<file path="config.mk">
export PLATFORM = sky130hd
export DESIGN_NAME = paired_timer_control
export DESIGN_NICKNAME = d
export VERILOG_FILES = /design/src/timer_ctl_pkg.sv /design/src/timer_tick_gen.sv /design/src/paired_timer_control.sv
export SDC_FILE = /design/constraint.sdc
export NUM_CORES = 1
export LEC_CHECK = 0
export ABC_AREA = 1
export BUFFER_PORTS_ARGS = -buffer_cell sky130_fd_sc_hd__buf_4
export CORE_MARGIN = 2
export CORE_UTILIZATION = 62
export DETAILED_ROUTE_END_ITERATION = 10
export MAX_ROUTING_LAYER = met4
export PLACE_DENSITY = 0.86
export SLEW_MARGIN = 20
export SYNTH_ARGS = -nofsm -noshare
export SYNTH_HDL_FRONTEND = slang
export SYNTH_SLANG_ARGS = --single-unit
</file>
<file path="constraint.sdc">
create_clock -name clk -period 2.89 [get_ports clk]
set_clock_uncertainty 0.05 [all_clocks]
set_input_delay 0.289 -clock clk [delete_from_list [all_inputs] [get_ports clk]]
set_output_delay 0.289 -clock clk [all_outputs]
set_load 0.01 [all_outputs]
</file>
<file path="src/timer_ctl_pkg.sv">
package timer_ctl_pkg;
  // Register map, word offsets on the bus
  localparam logic [1:0] ADDR_CTRL_EVEN = 2'h0;
  localparam logic [1:0] ADDR_CTRL_ODD = 2'h1;
  localparam logic [1:0] ADDR_COUNT_EVEN = 2'h2;
  localparam logic [1:0] ADDR_COUNT_ODD = 2'h3;
  // Control field positions
  localparam int BIT_RUN = 15;
  localparam int BIT_IDLE = 13;
  localparam int BIT_GATE = 6;
  localparam int BIT_PS_HI = 5;
  localparam int BIT_PS_LO = 4;
  localparam int BIT_PAIR = 3;
  localparam int BIT_CS = 1;
  // Implemented bits of the control word
  localparam logic [15:0] CTRL_MASK = 16'ha07a;
  localparam logic [15:0] CTRL_RESET = 16'h0000;
  localparam logic [15:0] ODD_CTRL_MASK = 16'ha072;
  // Prescale codes and terminal counts
  localparam logic [1:0] PS_DIV1 = 2'h0;
  localparam logic [1:0] PS_DIV8 = 2'h1;
  localparam logic [1:0] PS_DIV64 = 2'h2;
  localparam logic [1:0] PS_DIV256 = 2'h3;
  localparam logic [7:0] PS_TOP1 = 8'h00;
  localparam logic [7:0] PS_TOP8 = 8'h07;
  localparam logic [7:0] PS_TOP64 = 8'h3f;
  localparam logic [7:0] PS_TOP256 = 8'hff;
  localparam logic [15:0] COUNT_MAX = 16'hffff;
  localparam logic [15:0] COUNT_ONE = 16'h0001;
endpackage

</file>
<file path="src/timer_tick_gen.sv">
`timescale 1ns/1ps
// One timer's input qualification and prescaler
module timer_tick_gen
  import timer_ctl_pkg::*;
(
  // Clock and reset
  input wire logic clk,
  input wire logic reset_n,
  // Control
  input wire logic run,
  input wire logic idle_halt,
  input wire logic idle_mode,
  input wire logic gate_accumulate_en,
  input wire logic clock_source_select,
  input wire logic [1:0] prescale_select,
  // Clock sources
  input wire logic ext_clk,
  input wire logic gate_in,
  // Prescaled count pulse
  output logic tick
);
  logic ext_d_reg;
  logic [7:0] ps_reg;
  logic [7:0] ps_top;
  logic src_pulse;
  logic active;

  // Previous external level for edge detect
  always_ff @(posedge clk or negedge reset_n) begin
    if (!reset_n) begin
      ext_d_reg <= 1'b0;
    end else begin
      ext_d_reg <= ext_clk;
    end
  end

  // Prescale terminal count
  always_comb begin
    case (prescale_select)
      PS_DIV1: ps_top = PS_TOP1;
      PS_DIV8: ps_top = PS_TOP8;
      PS_DIV64: ps_top = PS_TOP64;
      PS_DIV256: ps_top = PS_TOP256;
      default: ps_top = PS_TOP1;
    endcase
  end

  // Source choice and gating
  always_comb begin
    active = run && !(idle_halt && idle_mode);
    if (clock_source_select) begin
      src_pulse = ext_clk && !ext_d_reg;
    end else if (gate_accumulate_en) begin
      src_pulse = gate_in;
    end else begin
      src_pulse = 1'b1;
    end
  end

  // Prescaler counter, cleared while stopped
  always_ff @(posedge clk or negedge reset_n) begin
    if (!reset_n) begin
      ps_reg <= 8'h00;
      tick <= 1'b0;
    end else begin
      tick <= 1'b0;
      if (!active) begin
        ps_reg <= 8'h00;
      end else if (src_pulse) begin
        if (ps_reg >= ps_top) begin
          ps_reg <= 8'h00;
          tick <= 1'b1;
        end else begin
          ps_reg <= ps_reg + 8'h01;
        end
      end
    end
  end
endmodule

</file>
<file path="src/paired_timer_control.sv">
`timescale 1ns/1ps
// Functional notes
// - With pairing set, run bit starts and stops the 32-bit pair.
// - With pairing clear, run bit controls only this 16-bit timer.
// - Idle-halt bit stops counting in idle; clear keeps it running.
// - External clock selected means gating bit is ignored.
// - Internal clock: gating bit enables gated time accumulation.
// - Prescale code 11 divides the timer input by 256.
// - Unimplemented control bits ignore writes and read as zero.
// - In pair mode odd count holds high word, even holds low word.
// - Pair interrupt comes through the odd timer's flag.
module paired_timer_control
  import timer_ctl_pkg::*;
(
  // Clock and reset
  input wire logic clk,
  input wire logic reset_n,
  // Avalon-MM slave
  input wire logic [1:0] address,
  input wire logic read,
  input wire logic write,
  input wire logic [31:0] writedata,
  input wire logic [3:0] byteenable,
  output logic [31:0] readdata,
  output logic waitrequest,
  // Device state and timer inputs
  input wire logic idle_mode,
  input wire logic ext_clk_even,
  input wire logic ext_clk_odd,
  input wire logic gate_even,
  input wire logic gate_odd,
  // Count rollover events
  output logic match_even,
  output logic match_odd
);
  logic [15:0] ctrl_even_reg;
  logic [15:0] ctrl_odd_reg;
  logic [15:0] count_even_reg;
  logic [15:0] count_odd_reg;
  logic ack_reg;
  logic tick_even;
  logic tick_odd;
  logic pair_wide_mode;
  logic odd_run;
  logic wr_en;
  logic [15:0] wmask;
  logic [15:0] wdata;

  assign pair_wide_mode = ctrl_even_reg[BIT_PAIR];
  assign wmask = {{8{byteenable[1]}}, {8{byteenable[0]}}};
  assign wdata = writedata[15:0];
  // Writes land at the edge where waitrequest is seen low
  assign wr_en = write && ack_reg;

  // One wait state per access
  assign waitrequest = (read || write) && !ack_reg;
  always_ff @(posedge clk or negedge reset_n) begin
    if (!reset_n) begin
      ack_reg <= 1'b0;
    end else begin
      ack_reg <= (read || write) && !ack_reg;
    end
  end

  // Even control register
  always_ff @(posedge clk or negedge reset_n) begin
    if (!reset_n) begin
      ctrl_even_reg <= CTRL_RESET;
    end else if (wr_en && address == ADDR_CTRL_EVEN) begin
      ctrl_even_reg <= (ctrl_even_reg & ~(wmask & CTRL_MASK))
        | (wdata & wmask & CTRL_MASK);
    end
  end

  // Odd control register, no pairing bit
  always_ff @(posedge clk or negedge reset_n) begin
    if (!reset_n) begin
      ctrl_odd_reg <= CTRL_RESET;
    end else if (wr_en && address == ADDR_CTRL_ODD) begin
      ctrl_odd_reg <= (ctrl_odd_reg & ~(wmask & ODD_CTRL_MASK))
        | (wdata & wmask & ODD_CTRL_MASK);
    end
  end

  // Even timer prescaler and gating
  timer_tick_gen u_even (
    .clk(clk),
    .reset_n(reset_n),
    .run(ctrl_even_reg[BIT_RUN]),
    .idle_halt(ctrl_even_reg[BIT_IDLE]),
    .idle_mode(idle_mode),
    .gate_accumulate_en(ctrl_even_reg[BIT_GATE]),
    .clock_source_select(ctrl_even_reg[BIT_CS]),
    .prescale_select(ctrl_even_reg[BIT_PS_HI:BIT_PS_LO]),
    .ext_clk(ext_clk_even),
    .gate_in(gate_even),
    .tick(tick_even)
  );

  // Odd timer only runs on its own when unpaired
  assign odd_run = ctrl_odd_reg[BIT_RUN] && !pair_wide_mode;
  timer_tick_gen u_odd (
    .clk(clk),
    .reset_n(reset_n),
    .run(odd_run),
    .idle_halt(ctrl_odd_reg[BIT_IDLE]),
    .idle_mode(idle_mode),
    .gate_accumulate_en(ctrl_odd_reg[BIT_GATE]),
    .clock_source_select(ctrl_odd_reg[BIT_CS]),
    .prescale_select(ctrl_odd_reg[BIT_PS_HI:BIT_PS_LO]),
    .ext_clk(ext_clk_odd),
    .gate_in(gate_odd),
    .tick(tick_odd)
  );

  // Even count: low word in pair mode
  always_ff @(posedge clk or negedge reset_n) begin
    if (!reset_n) begin
      count_even_reg <= 16'h0000;
    end else if (wr_en && address == ADDR_COUNT_EVEN) begin
      count_even_reg <= (count_even_reg & ~wmask) | (wdata & wmask);
    end else if (tick_even) begin
      count_even_reg <= count_even_reg + COUNT_ONE;
    end
  end

  // Odd count: high word in pair mode
  always_ff @(posedge clk or negedge reset_n) begin
    if (!reset_n) begin
      count_odd_reg <= 16'h0000;
    end else if (wr_en && address == ADDR_COUNT_ODD) begin
      count_odd_reg <= (count_odd_reg & ~wmask) | (wdata & wmask);
    end else if (pair_wide_mode && tick_even
                 && count_even_reg == COUNT_MAX) begin
      count_odd_reg <= count_odd_reg + COUNT_ONE;
    end else if (!pair_wide_mode && tick_odd) begin
      count_odd_reg <= count_odd_reg + COUNT_ONE;
    end
  end

  // Rollover events; pair reports through odd flag
  always_ff @(posedge clk or negedge reset_n) begin
    if (!reset_n) begin
      match_even <= 1'b0;
      match_odd <= 1'b0;
    end else begin
      match_even <= !pair_wide_mode && tick_even
        && count_even_reg == COUNT_MAX;
      match_odd <= pair_wide_mode
        ? (tick_even && count_even_reg == COUNT_MAX
           && count_odd_reg == COUNT_MAX)
        : (tick_odd && count_odd_reg == COUNT_MAX);
    end
  end

  // Read data registered, zeros in unused bits
  always_ff @(posedge clk or negedge reset_n) begin
    if (!reset_n) begin
      readdata <= 32'h00000000;
    end else if (read && !ack_reg) begin
      case (address)
        ADDR_CTRL_EVEN: readdata <= {16'h0000, ctrl_even_reg};
        ADDR_CTRL_ODD: readdata <= {16'h0000, ctrl_odd_reg};
        ADDR_COUNT_EVEN: readdata <= {16'h0000, count_even_reg};
        ADDR_COUNT_ODD: readdata <= {16'h0000, count_odd_reg};
        default: readdata <= 32'h00000000;
      endcase
    end
  end
endmodule

</file>
# Word level (Yosys, flattened, before mapping)
# Cells that the tools add are included.
# totals
ff_bits	119
input_bits	47
# classes
bitwise_logic	12
n_eq_ne	13
magnitude_cmp	2
add_sub_neg	4
reduce_logical	34
mux	25
# op_table
operator	count
$pmux 32 s4	1
$and 16x16->16	5
$mux 16	5
$or 16x16->16	4
$pmux 8 s4	2
$mux 8	6
$not 16->16	3
$add 16x1->16 const B	2
$eq 16x16->1 const B	2
$logic_and 1x1->1	22
$add 8x1->8 const B	2
$ge 8x8->1	2
$eq 2x2->1 const B	6
$mux 1	11
$eq 2x1->1 const B	3
$logic_not 1->1	6
$logic_not 2->1	3
$ne 2x1->1 const B	2
$reduce_bool 3->1	1
$reduce_bool 2->1	1
$logic_or 1x1->1	1

# Logic depth before layout (Yosys ltp)
# Gate-level depths: netlist (run 1).
# logic_depth
ltp_word	6
depth_mapped	13
depth_no_buf	13

# Modules after synthesis
# Synthesis (run 1) repeated with hierarchy kept, for this count alone.
# unflattened
hier_cells	768
area_unflattened_um2	5625.4
# by_module_without_submodules
module	cells_each	seq_area_each_um2	instances	area_per_inst_um2
paired_timer_control	566	1601.5	1	4106.4
timer_tick_gen	101	250.2	2	759.5

# Worst setup path before layout (run 1)
# OpenSTA, ideal clock, no wires.
# synth_timing
kind	register -> register
startpoint	register (tool-made name)
endpoint	register u_even.ps_reg[0]
required_time_ps	2754
stages_incl_launch_ff	10
setup_slack_ps	1269
arrival_ps	1486
setup_ps	86
path_buffers	0
cell_sequence	dfrtp_1 -> nor2_1 -> ha_1 -> a21oi_1 -> nand2_1 -> nand2_1 -> nand2_1 -> nand2_1 -> nand3_1 -> a21boi_0
# synth_rtl
item	line	source
to (signal assigned)	timer_tick_gen.sv:74	ps_reg <= ps_reg + 8'h01;
to (decl)	timer_tick_gen.sv:23	logic [7:0] ps_reg;

==> impl_metrics.yaml, run 1 <==
grt:
  grt_max_degree: 85
  grt_pass1_wl_um: 22100
  grt_overflow_total: 0
  antenna_found_initial: 0
  grt_pass1_vias: 4811
  grt_usage_pct: 32.4
yosys:
  synth_edf_count: 0
  synth_cell_types: 38
  yosysWarnings: 0
  synthFlopType: "dfrtp_1"
  ys_top_cells_by_count: "243 x nand2_1, 84 x dfrtp_1, 81 x inv_1"
  syn_inst: 741
  yosysTopAreaCell: "dfrtp_1"
  syn_avg_cell_area_um2: 7.10
  async_flop_share_pct: 100
  ys_ff_latch: 84
  synth_top_area_share_pct: 40.0
  yosys-top-cells-area: "dfrtp_1 40%, nand2_1 17%, inv_1 5.8%"
  yosysMostFrequentCell: "nand2_1"
  netlist_area_um2: 5260
  synth_seq_area_share_pct: 40.0
clock_tree:
  clock-sinks: 84
  clock_tree.buffer_depth: 2
  cts_resized: 0
  cts-root-buf: "clkbuf_8"
  clk_pin_slew_ns: 0.09
  h-tree-depth: 3
  cts_setup_buffers: 0
  cts_buffers: 9
  cts_hold_buf: 2
  clkLatencyLatePin_ns: 0.37
  cts_tree: "built"
outcome:
  run_status: "complete, but fails checks"
  violations: "hold timing"
power:
  vdd_ir_drop_max_uv: 362
  leakage_uw: 0.00302
  p_per_area_nw_per_um2: 690
detailed_routing:
  routedWlPerCell_um: 15.3
  wirelength_um: 13800
  vias_per_cell: 5.71
  antenna_left: 0
  firstDrtPassIters: 5
  drc: 0
  vias: 5136
  drt_iter0_markers: 439
timing:
  fmax_ghz: 0.477
  setup_viol: 0
  rsz0062_at_grt: "false"
  final_hold_viol_count: 84
  final_min_period_over_clock_period_pct: 72.6
  hold_slack_ns: -0.0882
  maxSlewHeadroom_pct: 47.7
  final.setup.tns_ns: 0
  worst_slew_pin_slew_ns: 0.785
  final-max-slew-violation-count: 0
  fin_crit_ns: 2.10
layout:
  drive_above_1_share_pct: 10.2
  final_area_um2: 5860
  diodes: 0
  area_delta_synth_final_pct: 11.5
  final_net_count: 852
place:
  dpl_cell_area_um2: 5630
  io_buffers: 47
  gp_congestion: 0.964
  hpwl_um: 10200
floorplan:
  die_area_um2: 9240
  core_um2: 8220
  die_w_um: 96.1
  rows: 33
  ioPinCount: 82
  start_util_pct: 64.0
  die_y_um: 96.1
worst_setup_path:
  crit_chain: "nor2_1, ha_1, a21oi_1, nand2_1, nand2_1, nand2_1, nand2_1, nand3_1, a21boi_0"
  cpPeakStageDelay_ns: 0.45
  rrSetupSlack_ns: 0.79
  slowest_stage: "dfrtp_1"
  cp_max_fo: 7
  end_kind: "flop"
  arrival_ns: 2.32
  crit_type: "flop to flop"
  crit_top_cell: "nand2_1"
  rr_endpoint: "u_even.ps_reg[0]$_DFFE_PN0P_"
  start_kind: "flop"
  r2r_cells: 9
  worstPathRequired_ns: 3.12
job:
  drv_cap: 0
hold_path:
  hold_class: "input pin to async pin"
[worst max-delay path, delay by kind of cell (launching register included)]
family | cells | cell delay [ns]
AND/OR/NAND/NOR | 6 | 0.78
adder cells (fa/ha/maj) | 1 | 0.30
flip-flops | 1 | 0.45
AO/OA/AOI/OAI | 2 | 0.43
[area by class of cell]
cell class              count  area [um2]
clock buffers               9         124
inverters                  84         315
repair buffers             51         392
clock inverters             7        82.6
multi-input cells         559        2720
flip-flops and latches     84        2100
well taps                 105         131
fillers                   665        2350
[routing by layer]
layer / vias to the layer above / track usage (%) / routed length [um]
met5: - / - / 0
li1: 2478 / - / -
met4: 0 / 13.5 / 449
met1: 2422 / 40.5 / 5790
met3: 40 / 3.84 / 834
met2: 196 / 53.4 / 6720
[kinds of logic after synthesis]
logic type	synth area share, %
flops	40.0
other cells	0.0713
buf+inv	9.44
compound gates	12.7
fa+ha+maj	3.81
xor+xnor	2.00
simple gates	32.1
[placed cells by master, fill, tap and decap left out, types with 2 or more instances in the layout]
master           n
conb_1          16
inv_1           81
ha_1            16
dfrtp_1         84
and3_1           2
a21oi_1         34
inv_6            2
nand2_1        243
nor3_1           5
xnor2_1          2
xor2_1          10
o21ai_0         49
nor2_1          58
nand4_1         14
a31oi_1          5
dlygate4sd3_1    2
nand2_2          6
o221ai_1         4
or2_2            2
inv_2            3
nand3_1         55
nor2_8           2
clkbuf_8         9
o211ai_1         6
nand3b_1         5
buf_4           48
o21ai_1          7
clkinvlp_4       2
o22ai_1          9
[power by group]
part | internal, uW | switching (uW) | total, uW
logic | 504 | 815 | 1320
registers | 1480 | 351 | 1830
clock network | 413 | 486 | 899
[through the flow]
step / utilization [%] / total power (uW) / cells / setup slack (ns)
after floorplan: - / 2670 / 756 / 1.27
after global placement: 68.6 / 3070 / 881 / 0.751
after detailed placement: 68.6 / 3130 / 881 / 0.731
after CTS: 71.3 / 4020 / 899 / 0.801
after global routing: 71.4 / 4330 / 899 / 0.542
final: 71.4 / 4050 / 899 / 0.793
[worst max-delay path by stage]
stage | cells past startpoint | slack, ns | start | end
after floorplan | 9 | 1.27 | flop | u_even.ps_reg[0]$_DFFE_PN0P_
after global placement | 9 | 0.75 | address[1] | flop
after detailed placement | 9 | 0.73 | address[1] | flop
after CTS | 8 | 0.80 | ack_reg$_DFF_PN0_ | flop
after global routing | 8 | 0.54 | ack_reg$_DFF_PN0_ | flop
final | 9 | 0.79 | flop | u_even.ps_reg[0]$_DFFE_PN0P_
No activity file was read; power rests on OpenSTA's default activity.
==> inputs of run 2 (changes only) <==
--- a/config.mk
+++ b/config.mk
@@ -8,10 +8,10 @@
 export ABC_AREA = 1
 export BUFFER_PORTS_ARGS = -buffer_cell sky130_fd_sc_hd__buf_4
 export CORE_MARGIN = 2
-export CORE_UTILIZATION = 62
+export CORE_UTILIZATION = 52
 export DETAILED_ROUTE_END_ITERATION = 10
 export MAX_ROUTING_LAYER = met4
-export PLACE_DENSITY = 0.86
+export PLACE_DENSITY = 0.77
 export SLEW_MARGIN = 20
 export SYNTH_ARGS = -nofsm -noshare
 export SYNTH_HDL_FRONTEND = slang
==> constraint.sdc (replaced) <==
create_clock -name clk -period 1.8 [get_ports clk]
set_clock_uncertainty 0.05 [all_clocks]
set_input_delay 0.18 -clock clk [delete_from_list [all_inputs] [get_ports clk]]
set_output_delay 0.18 -clock clk [all_outputs]
set_load 0.01 [all_outputs]
==> impl_metrics.yaml, run 2 (synthesized netlist as in run 1, its figures left out) <==
detailed_routing:
  drt_iter0_markers: 461
  vias: 5224
  wirelength_um: 14000
  antenna_left: 0
  routedWlPerCell_um: 14.7
  drc: 0
  vias_per_cell: 5.46
  firstDrtPassIters: 7
layout:
  final_common_cell: "nand2_1"
  fin_util_pct: 63.7
  drive_above_1_share_pct: 15.7
  final_net_count: 881
  seqCellArea_um2: 2100
  area_delta_synth_final_pct: 18.5
  layout_common_cells: "240 x nand2_1, 83 x dfrtp_1, 79 x inv_1"
  fill_cells: 871
  diodes: 0
  multiInputGateArea_um2: 2790
floorplan:
  die_w_um: 105
  die_y_um: 105
  start_util_pct: 53.8
  die_area_um2: 10900
  rows: 36
  core_um2: 9770
  ioPinCount: 82
grt:
  grt_pass1_vias: 4781
  grt_overflow_total: 0
  grt_usage_pct: 26.8
  grt_max_degree: 65
  grt_pass1_wl_um: 22800
  antenna_found_initial: 0
clock_tree:
  clkLatencyLatePin_ns: 0.38
  clock-sinks: 84
  cts-root-buf: "clkbuf_8"
  cts_buffers: 9
  h-tree-depth: 3
  clock_tree.buffer_depth: 2
  clk_pin_slew_ns: 0.09
  cts_tree: "built"
timing:
  worst_slack_ns: 0.0573
  fmax_ghz: 0.574
  maxSlewHeadroom_pct: 64.0
  worst_slew_pin_slew_ns: 0.540
  fin_crit_ns: 1.74
  final-max-slew-violation-count: 0
  final_hold_viol_count: 0
  final.setup.tns_ns: 0
  final_min_period_over_clock_period_pct: 96.8
  rsz0062_at_grt: "true"
  setup_viol: 0
worst_setup_path:
  crit_chain: "ha_2, nand3_2, nor2_2, nand3_1, nand3_2, nand2_1, buf_4, nand2_1, o21ai_1"
  start_kind: "flop"
  arrival_ns: 1.95
  critical_path_buf_inv_count: 1
  cp_max_fo: 7
  end_kind: "flop"
  slowest_stage: "dfrtp_1"
  cpPeakStageDelay_ns: 0.39
  crit_type: "flop to flop"
  path_delay_family: "simple AND/OR/NAND/NOR gates"
  worstPathRequired_ns: 2.01
power:
  leakage_uw: 0.00319
  vdd_ir_drop_max_uv: 474
  p_per_area_nw_per_um2: 1110
hold_path:
  hold_class: "input pin to flop"
outcome:
  run_status: "finished, final reports clean"
place:
  io_buffers: 47
  gp_congestion: 0.938
  dp_worst_setup_slack_ns: -0.0824
  hpwl_um: 10500
job:
  drv_cap: 0
==> run 2: cell types whose count changed in the layout (fill, tap and decap cells not counted), sizes merged <==
cell,change
dlygate4sd3,+1
clkbuf,+3
bufinv,+1
buf,+28
clkinv,+1
inv,-3
clkinvlp,-2
==> run 2: worst paths after layout <==
path / start / end / slack, ns / cells after the start
worst min-delay path: read / ack_reg$_DFF_PN0_ / 0.03 / 3
max in group asynchronous: reset_n / readdata[12]$_DFFE_PN0P_ / 0.89 / 3
worst max-delay path: flop / flop / 0.06 / 9
min in group asynchronous: reset_n / u_even.ps_reg[7]$_DFFE_PN0P_ / 0.18 / 2
worst min register to register: readdata[15]$_DFFE_PN0P_ / readdata[15]$_DFFE_PN0P_ / 0.44 / 2
worst max register to register: flop / flop / 0.06 / 9
==> run 2: power by group <==
group	total [uW]	internal [uW]	switching [uW]
Combinational	2390	953	1430
Sequential	2920	2380	548
Clock	1600	891	713
==> run 2: stage by stage <==
stage / cells / hold slack, ns / instance area, um2 / power [uW]
after floorplan: 756 / -0.166 / 5320 / 4290
after global placement: 933 / 0.0340 / 5860 / 5070
after detailed placement: 933 / 0.0381 / 5860 / 5180
after CTS: 952 / 0.0311 / 6140 / 6800
after global routing: 956 / 0.0537 / 6230 / 7380
final: 956 / 0.0260 / 6230 / 6910
==> run 2: layout make-up <==
class / count / share of cell area, %
Inverter: 84 / 5.06
Sequential cell: 84 / 33.8
Clock buffer: 12 / 2.65
Timing Repair Buffer: 80 / 9.96
Multi-Input combinational cell: 559 / 44.8
Tap cell: 133 / 2.67
Clock inverter: 4 / 1.12
==> run 2: layer usage <==
metal | GRT usage (%) | part of all wire (%)
met5 | - | 0
met4 | 10.6 | 2.8
met3 | 4.18 | 7.6
met2 | 40.4 | 45
met1 | 36.6 | 44
==> run 2: timing repair <==
| action | CTS | global route |
|---|---|---|
| resized for setup | 3 | 21 |
| pin swaps | 0 | 4 |
| setup endpoints to repair | 11 | 28 |
| gates cloned | 0 | 0 |
| hold endpoints to repair | 22 | 0 |
| hold buffers | 3 | 0 |
| buffers inserted | 0 | 4 |
==> run 2: worst min-delay path: cells and delay by family <==
family / cells / cell delay [ns]
buffers and inverters: 1 / 0.08
and+or+nand+nor: 2 / 0.14
